==> src/hw/mcf_defs.vh <==
// constants for the measuring control and feedback register bank
// assumes a 20 MHz system clock and an 8-bit word-aligned register port
`ifndef MCF_DEFS_VH
`define MCF_DEFS_VH

// register byte addresses
`define MCF_ADDR_CTRL      8'h00
`define MCF_ADDR_VALUE     8'h04
`define MCF_ADDR_STATUS    8'h08
`define MCF_ADDR_MEAS      8'h0c
`define MCF_ADDR_LOW       8'h10
`define MCF_ADDR_HIGH      8'h14
`define MCF_ADDR_CONFIG    8'h18

// control word field positions
`define MCF_C_SOFT_GATE    0
`define MCF_C_CLR_REQ      2
`define MCF_C_A_LEVEL      3
`define MCF_C_A_EN         4
`define MCF_C_B_LEVEL      5
`define MCF_C_B_EN         6
`define MCF_C_ERR_ACK      7
`define MCF_C_LOAD_LOW     8
`define MCF_C_LOAD_HIGH    9
`define MCF_C_CHG_INT      10
`define MCF_C_CHG_FUNC     12

// status word field positions
`define MCF_S_LOAD_BUSY    0
`define MCF_S_LOAD_FAULT   1
`define MCF_S_CLR_ACT      2
`define MCF_S_ERR_LO       3
`define MCF_S_CFG_FAULT    7
`define MCF_S_GATE         8
`define MCF_S_AUX          9
`define MCF_S_OUT_A        11
`define MCF_S_OUT_B        12
`define MCF_S_DONE         19
`define MCF_S_ABOVE        21
`define MCF_S_BELOW        22

// reset values
`define MCF_RST_INTERVAL   16'h0001
`define MCF_RST_LOW        32'h00000000
`define MCF_RST_HIGH       32'hffffffff
`define MCF_RST_FUNC       2'h0

// value ranges
`define MCF_INT_MIN        16'h0001
`define MCF_INT_MAX        16'h2ee0

// output a functions
`define MCF_FN_PLAIN       2'h0
`define MCF_FN_OUTSIDE     2'h1
`define MCF_FN_BELOW       2'h2
`define MCF_FN_ABOVE       2'h3

// timing: interval unit and handshake length
`define MCF_CLK_HZ         20000000
`define MCF_UNIT_MS        10
`define MCF_UNIT_CYCLES    ((`MCF_CLK_HZ / 1000) * `MCF_UNIT_MS)
`define MCF_HS_CYCLES      3'h4

`endif

==> src/hw/mcf_ctrl_feedback.v <==
// control and feedback register bank for a single-channel measuring unit
// assumes one 20 MHz clock, synchronous active-high reset, a plain
// register port with read data one cycle after the read strobe, and
// measuring logic on the same clock that delivers raw values
//
// Functional notes
// change-function request adopts byte 0 function
// change-interval request adopts bytes 0-1, next measurement
// load-high request adopts 32-bit high limit
// load-low request adopts 32-bit low limit
// output a level gated by its enable
// output b level gated by its enable
// error flags held until acknowledged, cause gone
// separate supply, output a/b, sensor error flags
// several requests at once raise load fault
// out-of-range value rejected, load fault set
// status cleared by request/active handshake
// measured value refreshed each interval end
// integration mode sets done per interval
// continuous mode sets done only for real values
// done cleared only by status-clear handshake
// aux input level always reported
// soft gate follows its control bit
// limit flags set on violation, cleared by handshake
// gate-open shown while gate open and measuring
// load-busy shown while a request is processed
// configuration fault flag reported
// clear-active drops when request withdrawn
// load fault stays until a correct transfer
// handshakes complete in exactly four cycles
// ack held or master stopped: flags follow faults
// output a function two-bit encoding
//
// The address-and-strobe port and the register addresses are this design's own decisions.
`timescale 1ns/100ps
`default_nettype none
`include "mcf_defs.vh"

module mcf_ctrl_feedback #(
   parameter [31:0] UNIT_CYCLES = `MCF_UNIT_CYCLES  // cycles per interval unit
) (
   // clock and reset
   input  wire        i_sys_clk,
   input  wire        i_reset,
   // register port
   input  wire [7:0]  i_addr,
   input  wire [31:0] i_wdata,
   input  wire        i_wr,
   input  wire        i_rd,
   output reg  [31:0] o_rdata,
   // pins from the field side
   input  wire        i_aux_input,
   input  wire        i_sensor_supply_fault,
   input  wire        i_out_a_fault,
   input  wire        i_out_b_fault,
   input  wire        i_sensor_fault,
   // measuring logic and system state
   input  wire [31:0] i_meas_value,
   input  wire        i_meas_estimated,
   input  wire        i_continuous,
   input  wire        i_config_fault,
   input  wire        i_master_stop,
   // outputs
   output reg         o_output_a,
   output reg         o_output_b,
   output reg         o_soft_gate,
   output reg         o_gate_open,
   output reg         o_meas_end,
   output reg  [15:0] o_interval,
   output reg  [1:0]  o_out_a_function
);

   // load sequencer states
   localparam [2:0] LD_IDLE = 3'h1;
   localparam [2:0] LD_BUSY = 3'h2;
   localparam [2:0] LD_DONE = 3'h4;

   reg  [12:0] ctrl_q;           // control word
   reg  [31:0] value_q;          // value field
   reg  [31:0] low_q;            // low limit
   reg  [31:0] high_q;           // high limit
   reg  [31:0] meas_q;           // last measured value
   reg  [2:0]  ld_state_q;       // load sequencer
   reg  [2:0]  ld_cnt_q;         // load cycle count
   reg         load_fault_q;     // load fault flag
   reg  [2:0]  clr_cnt_q;        // clear handshake count
   reg         clr_act_q;        // status clear active
   reg         done_q;           // measurement done
   reg         above_q;          // high limit violated
   reg         below_q;          // low limit violated
   reg         cfg_fault_q;      // configuration fault
   reg  [3:0]  err_q;            // supply, out a, out b, sensor
   reg  [31:0] pre_q;            // unit prescaler
   reg  [15:0] unit_cnt_q;       // units elapsed
   reg  [15:0] cur_int_q;        // interval of running measurement
   wire [3:0]  req;              // four load/change requests
   wire        req_any;          // any request present
   wire        req_multi;        // more than one request
   reg         val_ok;           // offered value in range
   wire        unit_tick;        // one interval unit elapsed
   wire        meas_end;         // measurement ends now
   wire        hit_above;        // value over high limit
   wire        hit_below;        // value under low limit
   wire [4:0]  pin_raw;          // raw pin inputs
   wire [4:0]  pin_s;            // filtered pin levels
   wire        clr_fire;         // clear handshake completes now

   // pin synchronisers, three stages, change when stages 2 and 3 agree
   assign pin_raw = {i_aux_input, i_sensor_fault, i_out_b_fault,
                     i_out_a_fault, i_sensor_supply_fault};

   genvar gi;
   generate
      for (gi = 0; gi < 5; gi = gi + 1) begin : g_sync
         reg s1_q;   // first stage, read by s2 only
         reg s2_q;   // second stage
         reg s3_q;   // third stage
         reg lvl_q;  // accepted level
         always @(posedge i_sys_clk) begin
            if (i_reset) begin
               s1_q  <= 1'b0;
               s2_q  <= 1'b0;
               s3_q  <= 1'b0;
               lvl_q <= 1'b0;
            end else begin
               s1_q <= pin_raw[gi];
               s2_q <= s1_q;
               s3_q <= s2_q;
               if (s2_q == s3_q) begin
                  lvl_q <= s3_q;
               end
            end
         end
         assign pin_s[gi] = lvl_q;
      end
   endgenerate

   // error flags: sticky, cleared by ack once the cause is gone
   generate
      for (gi = 0; gi < 4; gi = gi + 1) begin : g_err
         always @(posedge i_sys_clk) begin
            if (i_reset) begin
               err_q[gi] <= 1'b0;
            end else if (pin_s[gi]) begin
               err_q[gi] <= 1'b1;
            end else if (ctrl_q[`MCF_C_ERR_ACK] || i_master_stop) begin
               err_q[gi] <= 1'b0;
            end
         end
      end
   endgenerate

   // configuration fault tracks the parameter checker
   always @(posedge i_sys_clk) begin
      if (i_reset) begin
         cfg_fault_q <= 1'b0;
      end else begin
         cfg_fault_q <= i_config_fault;
      end
   end

   // request decode and value range check
   assign req = {ctrl_q[`MCF_C_CHG_FUNC], ctrl_q[`MCF_C_CHG_INT],
                 ctrl_q[`MCF_C_LOAD_HIGH], ctrl_q[`MCF_C_LOAD_LOW]};
   assign req_any   = |req;
   assign req_multi = (req != 4'h0) && ((req & (req - 4'h1)) != 4'h0);

   // range of the value for the single active request
   always @* begin
      val_ok = 1'b0;
      case (req)
         4'h1: val_ok = (value_q < high_q);
         4'h2: val_ok = (value_q > low_q);
         4'h4: val_ok = (value_q[31:16] == 16'h0000) &&
                        (value_q[15:0] >= `MCF_INT_MIN) &&
                        (value_q[15:0] <= `MCF_INT_MAX);
         4'h8: val_ok = (value_q[31:2] == 30'h00000000);
         default: val_ok = 1'b0;
      endcase
   end

   // load sequencer: busy for four cycles, then adopt or reject
   always @(posedge i_sys_clk) begin
      if (i_reset) begin
         ld_state_q       <= LD_IDLE;
         ld_cnt_q         <= 3'h0;
         load_fault_q     <= 1'b0;
         low_q            <= `MCF_RST_LOW;
         high_q           <= `MCF_RST_HIGH;
         o_interval       <= `MCF_RST_INTERVAL;
         o_out_a_function <= `MCF_RST_FUNC;
      end else begin
         case (ld_state_q)
            LD_IDLE: begin
               if (req_any) begin
                  ld_state_q <= LD_BUSY;
                  ld_cnt_q   <= 3'h1;
               end
            end
            LD_BUSY: begin
               if (!req_any) begin
                  ld_state_q <= LD_IDLE;                 // request withdrawn
               end else if (ld_cnt_q == `MCF_HS_CYCLES) begin
                  ld_state_q <= LD_DONE;
                  if (req_multi || !val_ok) begin
                     load_fault_q <= 1'b1;
                  end else begin
                     load_fault_q <= 1'b0;
                     case (req)
                        4'h1: low_q <= value_q;
                        4'h2: high_q <= value_q;
                        4'h4: o_interval <= value_q[15:0];
                        default: o_out_a_function <= value_q[1:0];
                     endcase
                  end
               end else begin
                  ld_cnt_q <= ld_cnt_q + 3'h1;
               end
            end
            LD_DONE: begin
               if (req_multi) begin
                  load_fault_q <= 1'b1;
               end
               if (!req_any) begin
                  ld_state_q <= LD_IDLE;                 // wait for release
               end
            end
            default: begin
               ld_state_q <= LD_IDLE;
            end
         endcase
      end
   end

   // interval timer: runs while the soft gate is open
   assign unit_tick = o_soft_gate && (pre_q == UNIT_CYCLES - 32'h1);
   assign meas_end  = unit_tick && (unit_cnt_q + 16'h1 >= cur_int_q);

   always @(posedge i_sys_clk) begin
      if (i_reset) begin
         pre_q      <= 32'h0;
         unit_cnt_q <= 16'h0;
         cur_int_q  <= `MCF_RST_INTERVAL;
         o_meas_end <= 1'b0;
      end else begin
         o_meas_end <= meas_end;
         if (!o_soft_gate) begin
            pre_q      <= 32'h0;
            unit_cnt_q <= 16'h0;
            cur_int_q  <= o_interval;                    // start with latest
         end else if (unit_tick) begin
            pre_q <= 32'h0;
            if (meas_end) begin
               unit_cnt_q <= 16'h0;
               cur_int_q  <= o_interval;
            end else begin
               unit_cnt_q <= unit_cnt_q + 16'h1;
            end
         end else begin
            pre_q <= pre_q + 32'h1;
         end
      end
   end

   // measured value and limit compare
   assign hit_above = (i_meas_value > high_q);
   assign hit_below = (i_meas_value < low_q);

   always @(posedge i_sys_clk) begin
      if (i_reset) begin
         meas_q <= 32'h0;
      end else if (meas_end) begin
         meas_q <= i_meas_value;
      end
   end

   // status clear handshake, four cycles to active
   assign clr_fire = ctrl_q[`MCF_C_CLR_REQ] && !clr_act_q &&
                     (clr_cnt_q == `MCF_HS_CYCLES - 3'h1);

   always @(posedge i_sys_clk) begin
      if (i_reset) begin
         clr_cnt_q <= 3'h0;
         clr_act_q <= 1'b0;
      end else if (!ctrl_q[`MCF_C_CLR_REQ]) begin
         clr_cnt_q <= 3'h0;
         clr_act_q <= 1'b0;
      end else if (clr_fire) begin
         clr_act_q <= 1'b1;
      end else if (!clr_act_q) begin
         clr_cnt_q <= clr_cnt_q + 3'h1;
      end
   end

   // sticky status: a new event wins over the clear
   always @(posedge i_sys_clk) begin
      if (i_reset) begin
         done_q  <= 1'b0;
         above_q <= 1'b0;
         below_q <= 1'b0;
      end else begin
         if (meas_end && (!i_continuous || !i_meas_estimated)) begin
            done_q <= 1'b1;
         end else if (clr_fire) begin
            done_q <= 1'b0;
         end
         if (meas_end && hit_above) begin
            above_q <= 1'b1;
         end else if (clr_fire) begin
            above_q <= 1'b0;
         end
         if (meas_end && hit_below) begin
            below_q <= 1'b1;
         end else if (clr_fire) begin
            below_q <= 1'b0;
         end
      end
   end

   // digital outputs, soft gate and gate status
   always @(posedge i_sys_clk) begin
      if (i_reset) begin
         o_output_a  <= 1'b0;
         o_output_b  <= 1'b0;
         o_soft_gate <= 1'b0;
         o_gate_open <= 1'b0;
      end else begin
         o_soft_gate <= ctrl_q[`MCF_C_SOFT_GATE];
         o_gate_open <= o_soft_gate && ctrl_q[`MCF_C_SOFT_GATE];
         o_output_b  <= ctrl_q[`MCF_C_B_EN] && ctrl_q[`MCF_C_B_LEVEL];
         case (o_out_a_function)
            `MCF_FN_PLAIN: begin
               o_output_a <= ctrl_q[`MCF_C_A_EN] &&
                             ctrl_q[`MCF_C_A_LEVEL];
            end
            `MCF_FN_OUTSIDE: begin
               o_output_a <= ctrl_q[`MCF_C_A_EN] &&
                             (above_q || below_q);
            end
            `MCF_FN_BELOW: o_output_a <= ctrl_q[`MCF_C_A_EN] && below_q;
            default: o_output_a <= ctrl_q[`MCF_C_A_EN] && above_q;
         endcase
      end
   end

   // register writes
   always @(posedge i_sys_clk) begin
      if (i_reset) begin
         ctrl_q  <= 13'h0;
         value_q <= 32'h0;
      end else if (i_wr) begin
         if (i_addr == `MCF_ADDR_CTRL) ctrl_q <= i_wdata[12:0] & 13'h17fd;  // reserved bits zero
         if (i_addr == `MCF_ADDR_VALUE) value_q <= i_wdata;
      end
   end

   // register reads, data valid the cycle after the strobe
   always @(posedge i_sys_clk) begin
      if (i_reset) begin
         o_rdata <= 32'h0;
      end else if (i_rd) begin
         case (i_addr)
            `MCF_ADDR_CTRL: o_rdata <= {19'h0, ctrl_q};
            `MCF_ADDR_VALUE: o_rdata <= value_q;
            `MCF_ADDR_STATUS: begin
               o_rdata <= {9'h0, below_q, above_q, 1'b0, done_q,
                           6'h0, o_output_b, o_output_a, 1'b0,
                           pin_s[4],
                           o_gate_open, cfg_fault_q, err_q,
                           clr_act_q, load_fault_q,
                           (ld_state_q == LD_BUSY)};
            end
            `MCF_ADDR_MEAS: o_rdata <= meas_q;
            `MCF_ADDR_LOW: o_rdata <= low_q;
            `MCF_ADDR_HIGH: o_rdata <= high_q;
            `MCF_ADDR_CONFIG: o_rdata <= {14'h0, o_out_a_function, o_interval};
            default: o_rdata <= 32'h0;  // unmapped
         endcase
      end else begin
         o_rdata <= 32'h0;
      end
   end

endmodule

`default_nettype wire

==> config.mk <==
export PLATFORM = sky130hd
export DESIGN_NAME = mcf_ctrl_feedback
export DESIGN_NICKNAME = d
export VERILOG_FILES = /design/src/hw/mcf_ctrl_feedback.v
export VERILOG_INCLUDE_DIRS = /design/src /design/src/hw
export SDC_FILE = /design/constraint.sdc
export NUM_CORES = 1
export LEC_CHECK = 0
export BUFFER_PORTS_ARGS = -buffer_cell sky130_fd_sc_hd__buf_4
export CORE_ASPECT_RATIO = 1.4
export CORE_MARGIN = 8
export CORE_UTILIZATION = 35
export DETAILED_ROUTE_END_ITERATION = 8
export PLACE_DENSITY = 0.48
export SLEW_MARGIN = 0
export SYNTH_ARGS = -nofsm -noshare
export SYNTH_HDL_FRONTEND = slang
export SYNTH_SLANG_ARGS = --single-unit
==> constraint.sdc <==
create_clock -name i_sys_clk -period 8.35 [get_ports i_sys_clk]
set_input_delay 1.2525 -clock i_sys_clk [delete_from_list [all_inputs] [get_ports i_sys_clk]]
set_output_delay 1.2525 -clock i_sys_clk [all_outputs]
set_load 0.005 [all_outputs]
# ---- Word-level counts from Yosys, hierarchy flattened
# Cells that the tools add are included.
dict set report totals {
  wordCells 187
  output_inout_bits 55
  input_bits 85
  ff_bits 297
}
dict set report op_classes {
  add_sub_neg 5
  bitwise 8
  order_cmp 7
  n_eq_ne 32
  muxes 30
  reduce_logical 56
}
# cell count
set ops {}
lappend ops {{32-bit case mux with 7 select lines} 1}
lappend ops {{32-bit > comparator} 2}
lappend ops {{32-bit < comparator} 2}
lappend ops {{16-bit 2-to-1 mux} 4}
lappend ops {{32-bit by 1-bit adder with 32-bit output (second input constant)} 1}
lappend ops {{32-bit by 18-bit == test with 1-bit output (second input constant)} 1}
lappend ops {{30-bit logical NOT} 1}
lappend ops {{8-bit by 5-bit == test with 1-bit output (second input constant)} 3}
lappend ops {{3-bit 2-to-1 mux} 7}
lappend ops {{5-bit AND reduction} 4}
lappend ops {{2-bit nonzero test} 9}
lappend ops {{16-bit by 1-bit adder with 16-bit output (second input constant)} 1}
lappend ops {{8-bit by 4-bit == test with 1-bit output (second input constant)} 2}
lappend ops {{16-bit by 1-bit greater-or-equal comparator with 1-bit output (second input constant)} 1}
lappend ops {{16-bit greater-or-equal comparator} 1}
lappend ops {{16-bit by 14-bit less-or-equal comparator with 1-bit output (second input constant)} 1}
lappend ops {{1-bit logical AND} 16}
lappend ops {{16-bit logical NOT} 1}
lappend ops {{1-bit 2-to-1 mux} 13}
lappend ops {{2-bit != test (second input constant)} 6}
lappend ops {{3-bit case mux with 3 select lines} 1}
lappend ops {{8-bit by 3-bit == test with 1-bit output (second input constant)} 1}
lappend ops {{8-bit logical NOT} 1}
lappend ops {{2-bit AND reduction} 4}
lappend ops {{29 further kinds} 54}

# ---- Longest topological paths before layout
dict set report depth {
  depth_word 10
  mapped_depth 18
}

# ---- Least setup slack after synthesis
# OpenSTA, ideal clock, no wires.
dict set report synth_timing {
  path_kind {reg-to-reg}
  from {register unit_cnt_q[0]}
  to {register unit_cnt_q[10]}
  n_path_buf 2
  arrival_ps 3408
  synth_period_minus_slack_ps 3472
  slack_ps 4878
  path_stages_with_launch 19
  path_cell_list {dfxtp_1 -> ha_1 -> nand3_1 -> nor2_1 -> and3_1 -> and3_1 -> and3_1 -> nand3_1 -> xnor2_1 -> ha_1 -> a21o_1 -> a21oi_1 -> o21ai_1 -> a31oi_1 -> o21ai_4 -> or2_1 -> clkbuf_1 -> buf_2 -> nor2_1}
}
dict set report synth_between {
  elab_chain_len 4
}
# element line
set synth_lines {}
lappend synth_lines {{from (decl)} mcf_ctrl_feedback.v:94} ;# reg [15:0] unit_cnt_q;
lappend synth_lines {{from (signal assigned)} mcf_ctrl_feedback.v:257} ;# unit_cnt_q <= unit_cnt_q + 16'h1;
lappend synth_lines {{16-bit by 1-bit adder with 16-bit output *} {mcf_ctrl_feedback.v:237, mcf_ctrl_feedback.v:257}}
lappend synth_lines {{16-bit greater-or-equal comparator} mcf_ctrl_feedback.v:237} ;# assign meas_end = unit_tick && (unit_cnt_q + 16'h1 >= cur_int_q);
lappend synth_lines {{1-bit logical AND} mcf_ctrl_feedback.v:237}
lappend synth_lines {{16-bit 2-to-1 mux *} mcf_ctrl_feedback.v:253} ;# if (meas_end) begin
# Mark *: on every way between the ends. The rest lies on a longest branch, timed or not.
# A chain may end at the register's enable or synchronous reset.

# ---- Worst setup path after layout
dict set report layout_timing {
  from {register unit_cnt_q[0]}
  to {register unit_cnt_q[1]}
}
# Same word-level chain as after synthesis.

==> run summary <==
post-synthesis compound-gate area fraction: 0.139
final setup vio count: 0
Layout Cells excl Fill: 2,522
Post-Place Cell Area: 17,100 um2
WP buf/inv: 0
FF/Latch Area: 5950 um2
largest family of logic cells by synthesized area: simple AND/OR/NAND/NOR gates
root buffer cell: clkbuf_16
drt total wl: 51,600 um
vias per cell: 5.26
Synth Net Count: 2,079
Yosys top cell by area: dfxtp_1
status: completed
IO Port Bufs: 139
first-pass GRT wire length: 78,300 um
CORE AREA: 44,100 um2
most common cell in the netlist: dfxtp_1
die area: 51,700 um2
Die Y: 266 um
Max Slew Vio Count: 0
share of post-route cells with drive strength above 1: 0.116
area of the multi-input gates: 8960 um2
worst-margin pin slew: 1.25 ns
WS Path Type: register to register
CTS tree: done
Max stage delay on crit path: 0.63 ns
via count: 13,300
slowest CP cell: o21ai_4
min Tclk post-route: 4.04 ns
Max FO, Critical Path: 18
# IOs: 140
Avg Cell Area, Syn: 8.46 um2
grt met3 use: 0.0288
Seq/Total Area, Yosys: 0.381
CTS H-Tree Depth: 2
WP data required: 8.74 ns
Yosys cell types: 65
Worst Hold Depth: 1
met2 GRT Util: 0.362
mux cell area share after synthesis: 0.0809
leakage power: 7.99 nW
Ys Warns: 0
Post-CTS Hold Buffers: 0
hold endpoint: g_sync[2].s2_q$_SDFF_PP0_
Reg-to-Reg Start: unit_cnt_q[0]$_SDFFE_PP0P_
critical path, cell by cell: ha_1 > nand3_1 > nor2_1 > and3_1 > and3_1 > and3_1 > nand3_1 > xnor2_1 > ha_1 > nand4_1 > nor2_1 > a31oi_1 > o21ai_4 > or2_1 > nor2_1
Setup TNS: 0 ns
initial drt markers: 627
Post-Synth XOR/XNOR Area: 0.0314
cell depth of the worst flop-to-flop path: 15
Post-DRT Antenna Nets: 0
number of antenna repair diodes: 0
RR Endpoint: unit_cnt_q[1]$_SDFFE_PP0P_
largest net degree at the start of global routing: 167
met1 Usage GRT: 0.214
Max-slew headroom: 0.167
initial antenna violation count: 0
CTS Sinks: 297
gr usage total: 0.194
DPL Wire Length: 37,600 um
synth-to-layout area growth: 16.4%
dpl ws: 4.26 ns
final core utilization: 0.413
Max-Cap Viols: 0
die width: 195 um
worst hold-check path type: register to register
Max Clock Freq: 0.248 GHz
Synth Area in Adders: 0.119
grt total ovfl: 0
Clock Path Buffers: 3
drt drc: 0
FF+latch count, synth: 297
fillers: 4,494
vias in the first global route: 13,500
CTS Buf Count: 34
flop2flop setup slack: 4.31 ns
NumNets Final: 2,177
Final Hold Viols: 0
gp weighted congestion: 0.880
CTS clock-pin slew for the worst setup and hold paths: 0.06 ns
unrepaired setup endpoints after global routing: false
Starting Density: 0.354
hold path startpoint: g_sync[2].s1_q$_SDFF_PP0_
Yosys top cell area share: 0.381
GRT busiest layer: met2
Post-synth EDFFs: 0
post-CTS setup buffers: 0
WP data arrival: 4.43 ns
post-DR wirelength/cell: 20.5 um
skew final: 0.0153 ns
CP startpoint kind: register
cts repair resizes: 0
worst setup slack after layout: 4.31 ns
Post-Synth Simple-Gate Area: 0.201
# rows: 91
top cells by area, synth: dfxtp_1, ha_1, mux2i_1
asr flop ratio synth: 0
Main synth FF type: dfxtp_1
Worst-Skew Late Latency: 0.53 ns
CP Depth: 15
Placed Cells: 2,466
power per cell area: 164 nW/um2
period utilization: 0.484
cell family with most CP delay: simple AND/OR/NAND/NOR gates
Critical Path Sink Type: register
Post-Syn Area: 15,600 um2
Synth top cells by count: dfxtp_1, nand2_1, nor2_1
final instance area: 18,200 um2
Synth Instances: 1,846
DRT Pass-1 Iters: 5
peak supply drop: 0.000139 V
==> power breakdown <==
part           total (W)  switching (W)  internal [W]
combinational   0.000133      0.0000768     0.0000567
sequential       0.00142     0.00000202       0.00142
clock            0.00143       0.000613      0.000822
total            0.00299       0.000692       0.00230
==> sequential cells by signal, summed over array words and instances (netlist names), 11 cells and up <==
name and cells:
meas_q 32, ctrl_q 11, unit_cnt_q 16, o_interval 16, low_q 32, value_q 32
high_q 32, cur_int_q 16, o_rdata 32, pre_q 32
==> metrics by stage <==
step | power (W) | hold slack (ns)
finish | 0.00299 | 0.434
global route | 0.00309 | 0.459
CTS | 0.00303 | 0.439
detailed placement | 0.00159 | 0.425
global placement | 0.00159 | 0.418
floorplan | 0.00152 | 0.413
==> worst max-delay path by stage <==
stage	from	to	slack, ns
detailed placement	unit_cnt_q[0]$_SDFFE_PP0P_	unit_cnt_q[10]$_SDFFE_PP0P_	4.26
CTS	unit_cnt_q[0]$_SDFFE_PP0P_	unit_cnt_q[1]$_SDFFE_PP0P_	4.25
finish	unit_cnt_q[0]$_SDFFE_PP0P_	unit_cnt_q[1]$_SDFFE_PP0P_	4.31
global route	unit_cnt_q[0]$_SDFFE_PP0P_	unit_cnt_q[1]$_SDFFE_PP0P_	3.86
floorplan	unit_cnt_q[0]$_SDFFE_PP0P_	unit_cnt_q[10]$_SDFFE_PP0P_	4.88
global placement	unit_cnt_q[0]$_SDFFE_PP0P_	unit_cnt_q[14]$_SDFFE_PP0P_	4.30
==> layout make-up <==
type                       count  area share
tap                          558      0.0384
multi-input combinational   1363       0.493
clock inverter                 9     0.00337
inverter                      93      0.0192
clock buffer                  47      0.0540
timing repair buffer         155      0.0650
sequential                   297       0.327
==> cells by family after synthesis <==
logic type,Yosys count
AND/OR/NAND/NOR,674
multiplexers,125
XOR/XNOR,56
buffers and inverters,186
AO/OA/AOI/OAI,359
flip-flops,297
adder cells (fa/ha/maj),149
==> cells in the final DEF, fill, tap and decap left out, drive strengths merged, types with 6 or more instances in the layout <==
master   netlist  final
o211ai         6      6
nor2         200    200
a21oi        182    182
o22a          11     11
inv           93     95
dfxtp        297    297
a21o          27     27
clkbuf        76     48
a22oi          7      7
mux2i        115    115
nor2b         28     28
a221oi        15     15
o21ai         61     61
mux2          10     10
nor4          19     19
nand3         28     28
buf           17    154
nand2b        35     35
xor2          42     42
a31oi          7      7
nand2        220    220
a2111oi        6      6
or3            6      6
xnor2         14     14
nand4         32     32
a211oi         8      8
and3          15     15
o22ai          6      6
a222oi         6      6
and2           9      9
ha           148    148
nor3          52     52
==> per-layer routing <==
metal,wire length (um),part of all wire
met1,20900,0.41
met2,26400,0.51
met4,2360,0.046
met5,0,0
met3,1960,0.038
Note: power is estimated with default switching activity, not from simulation.
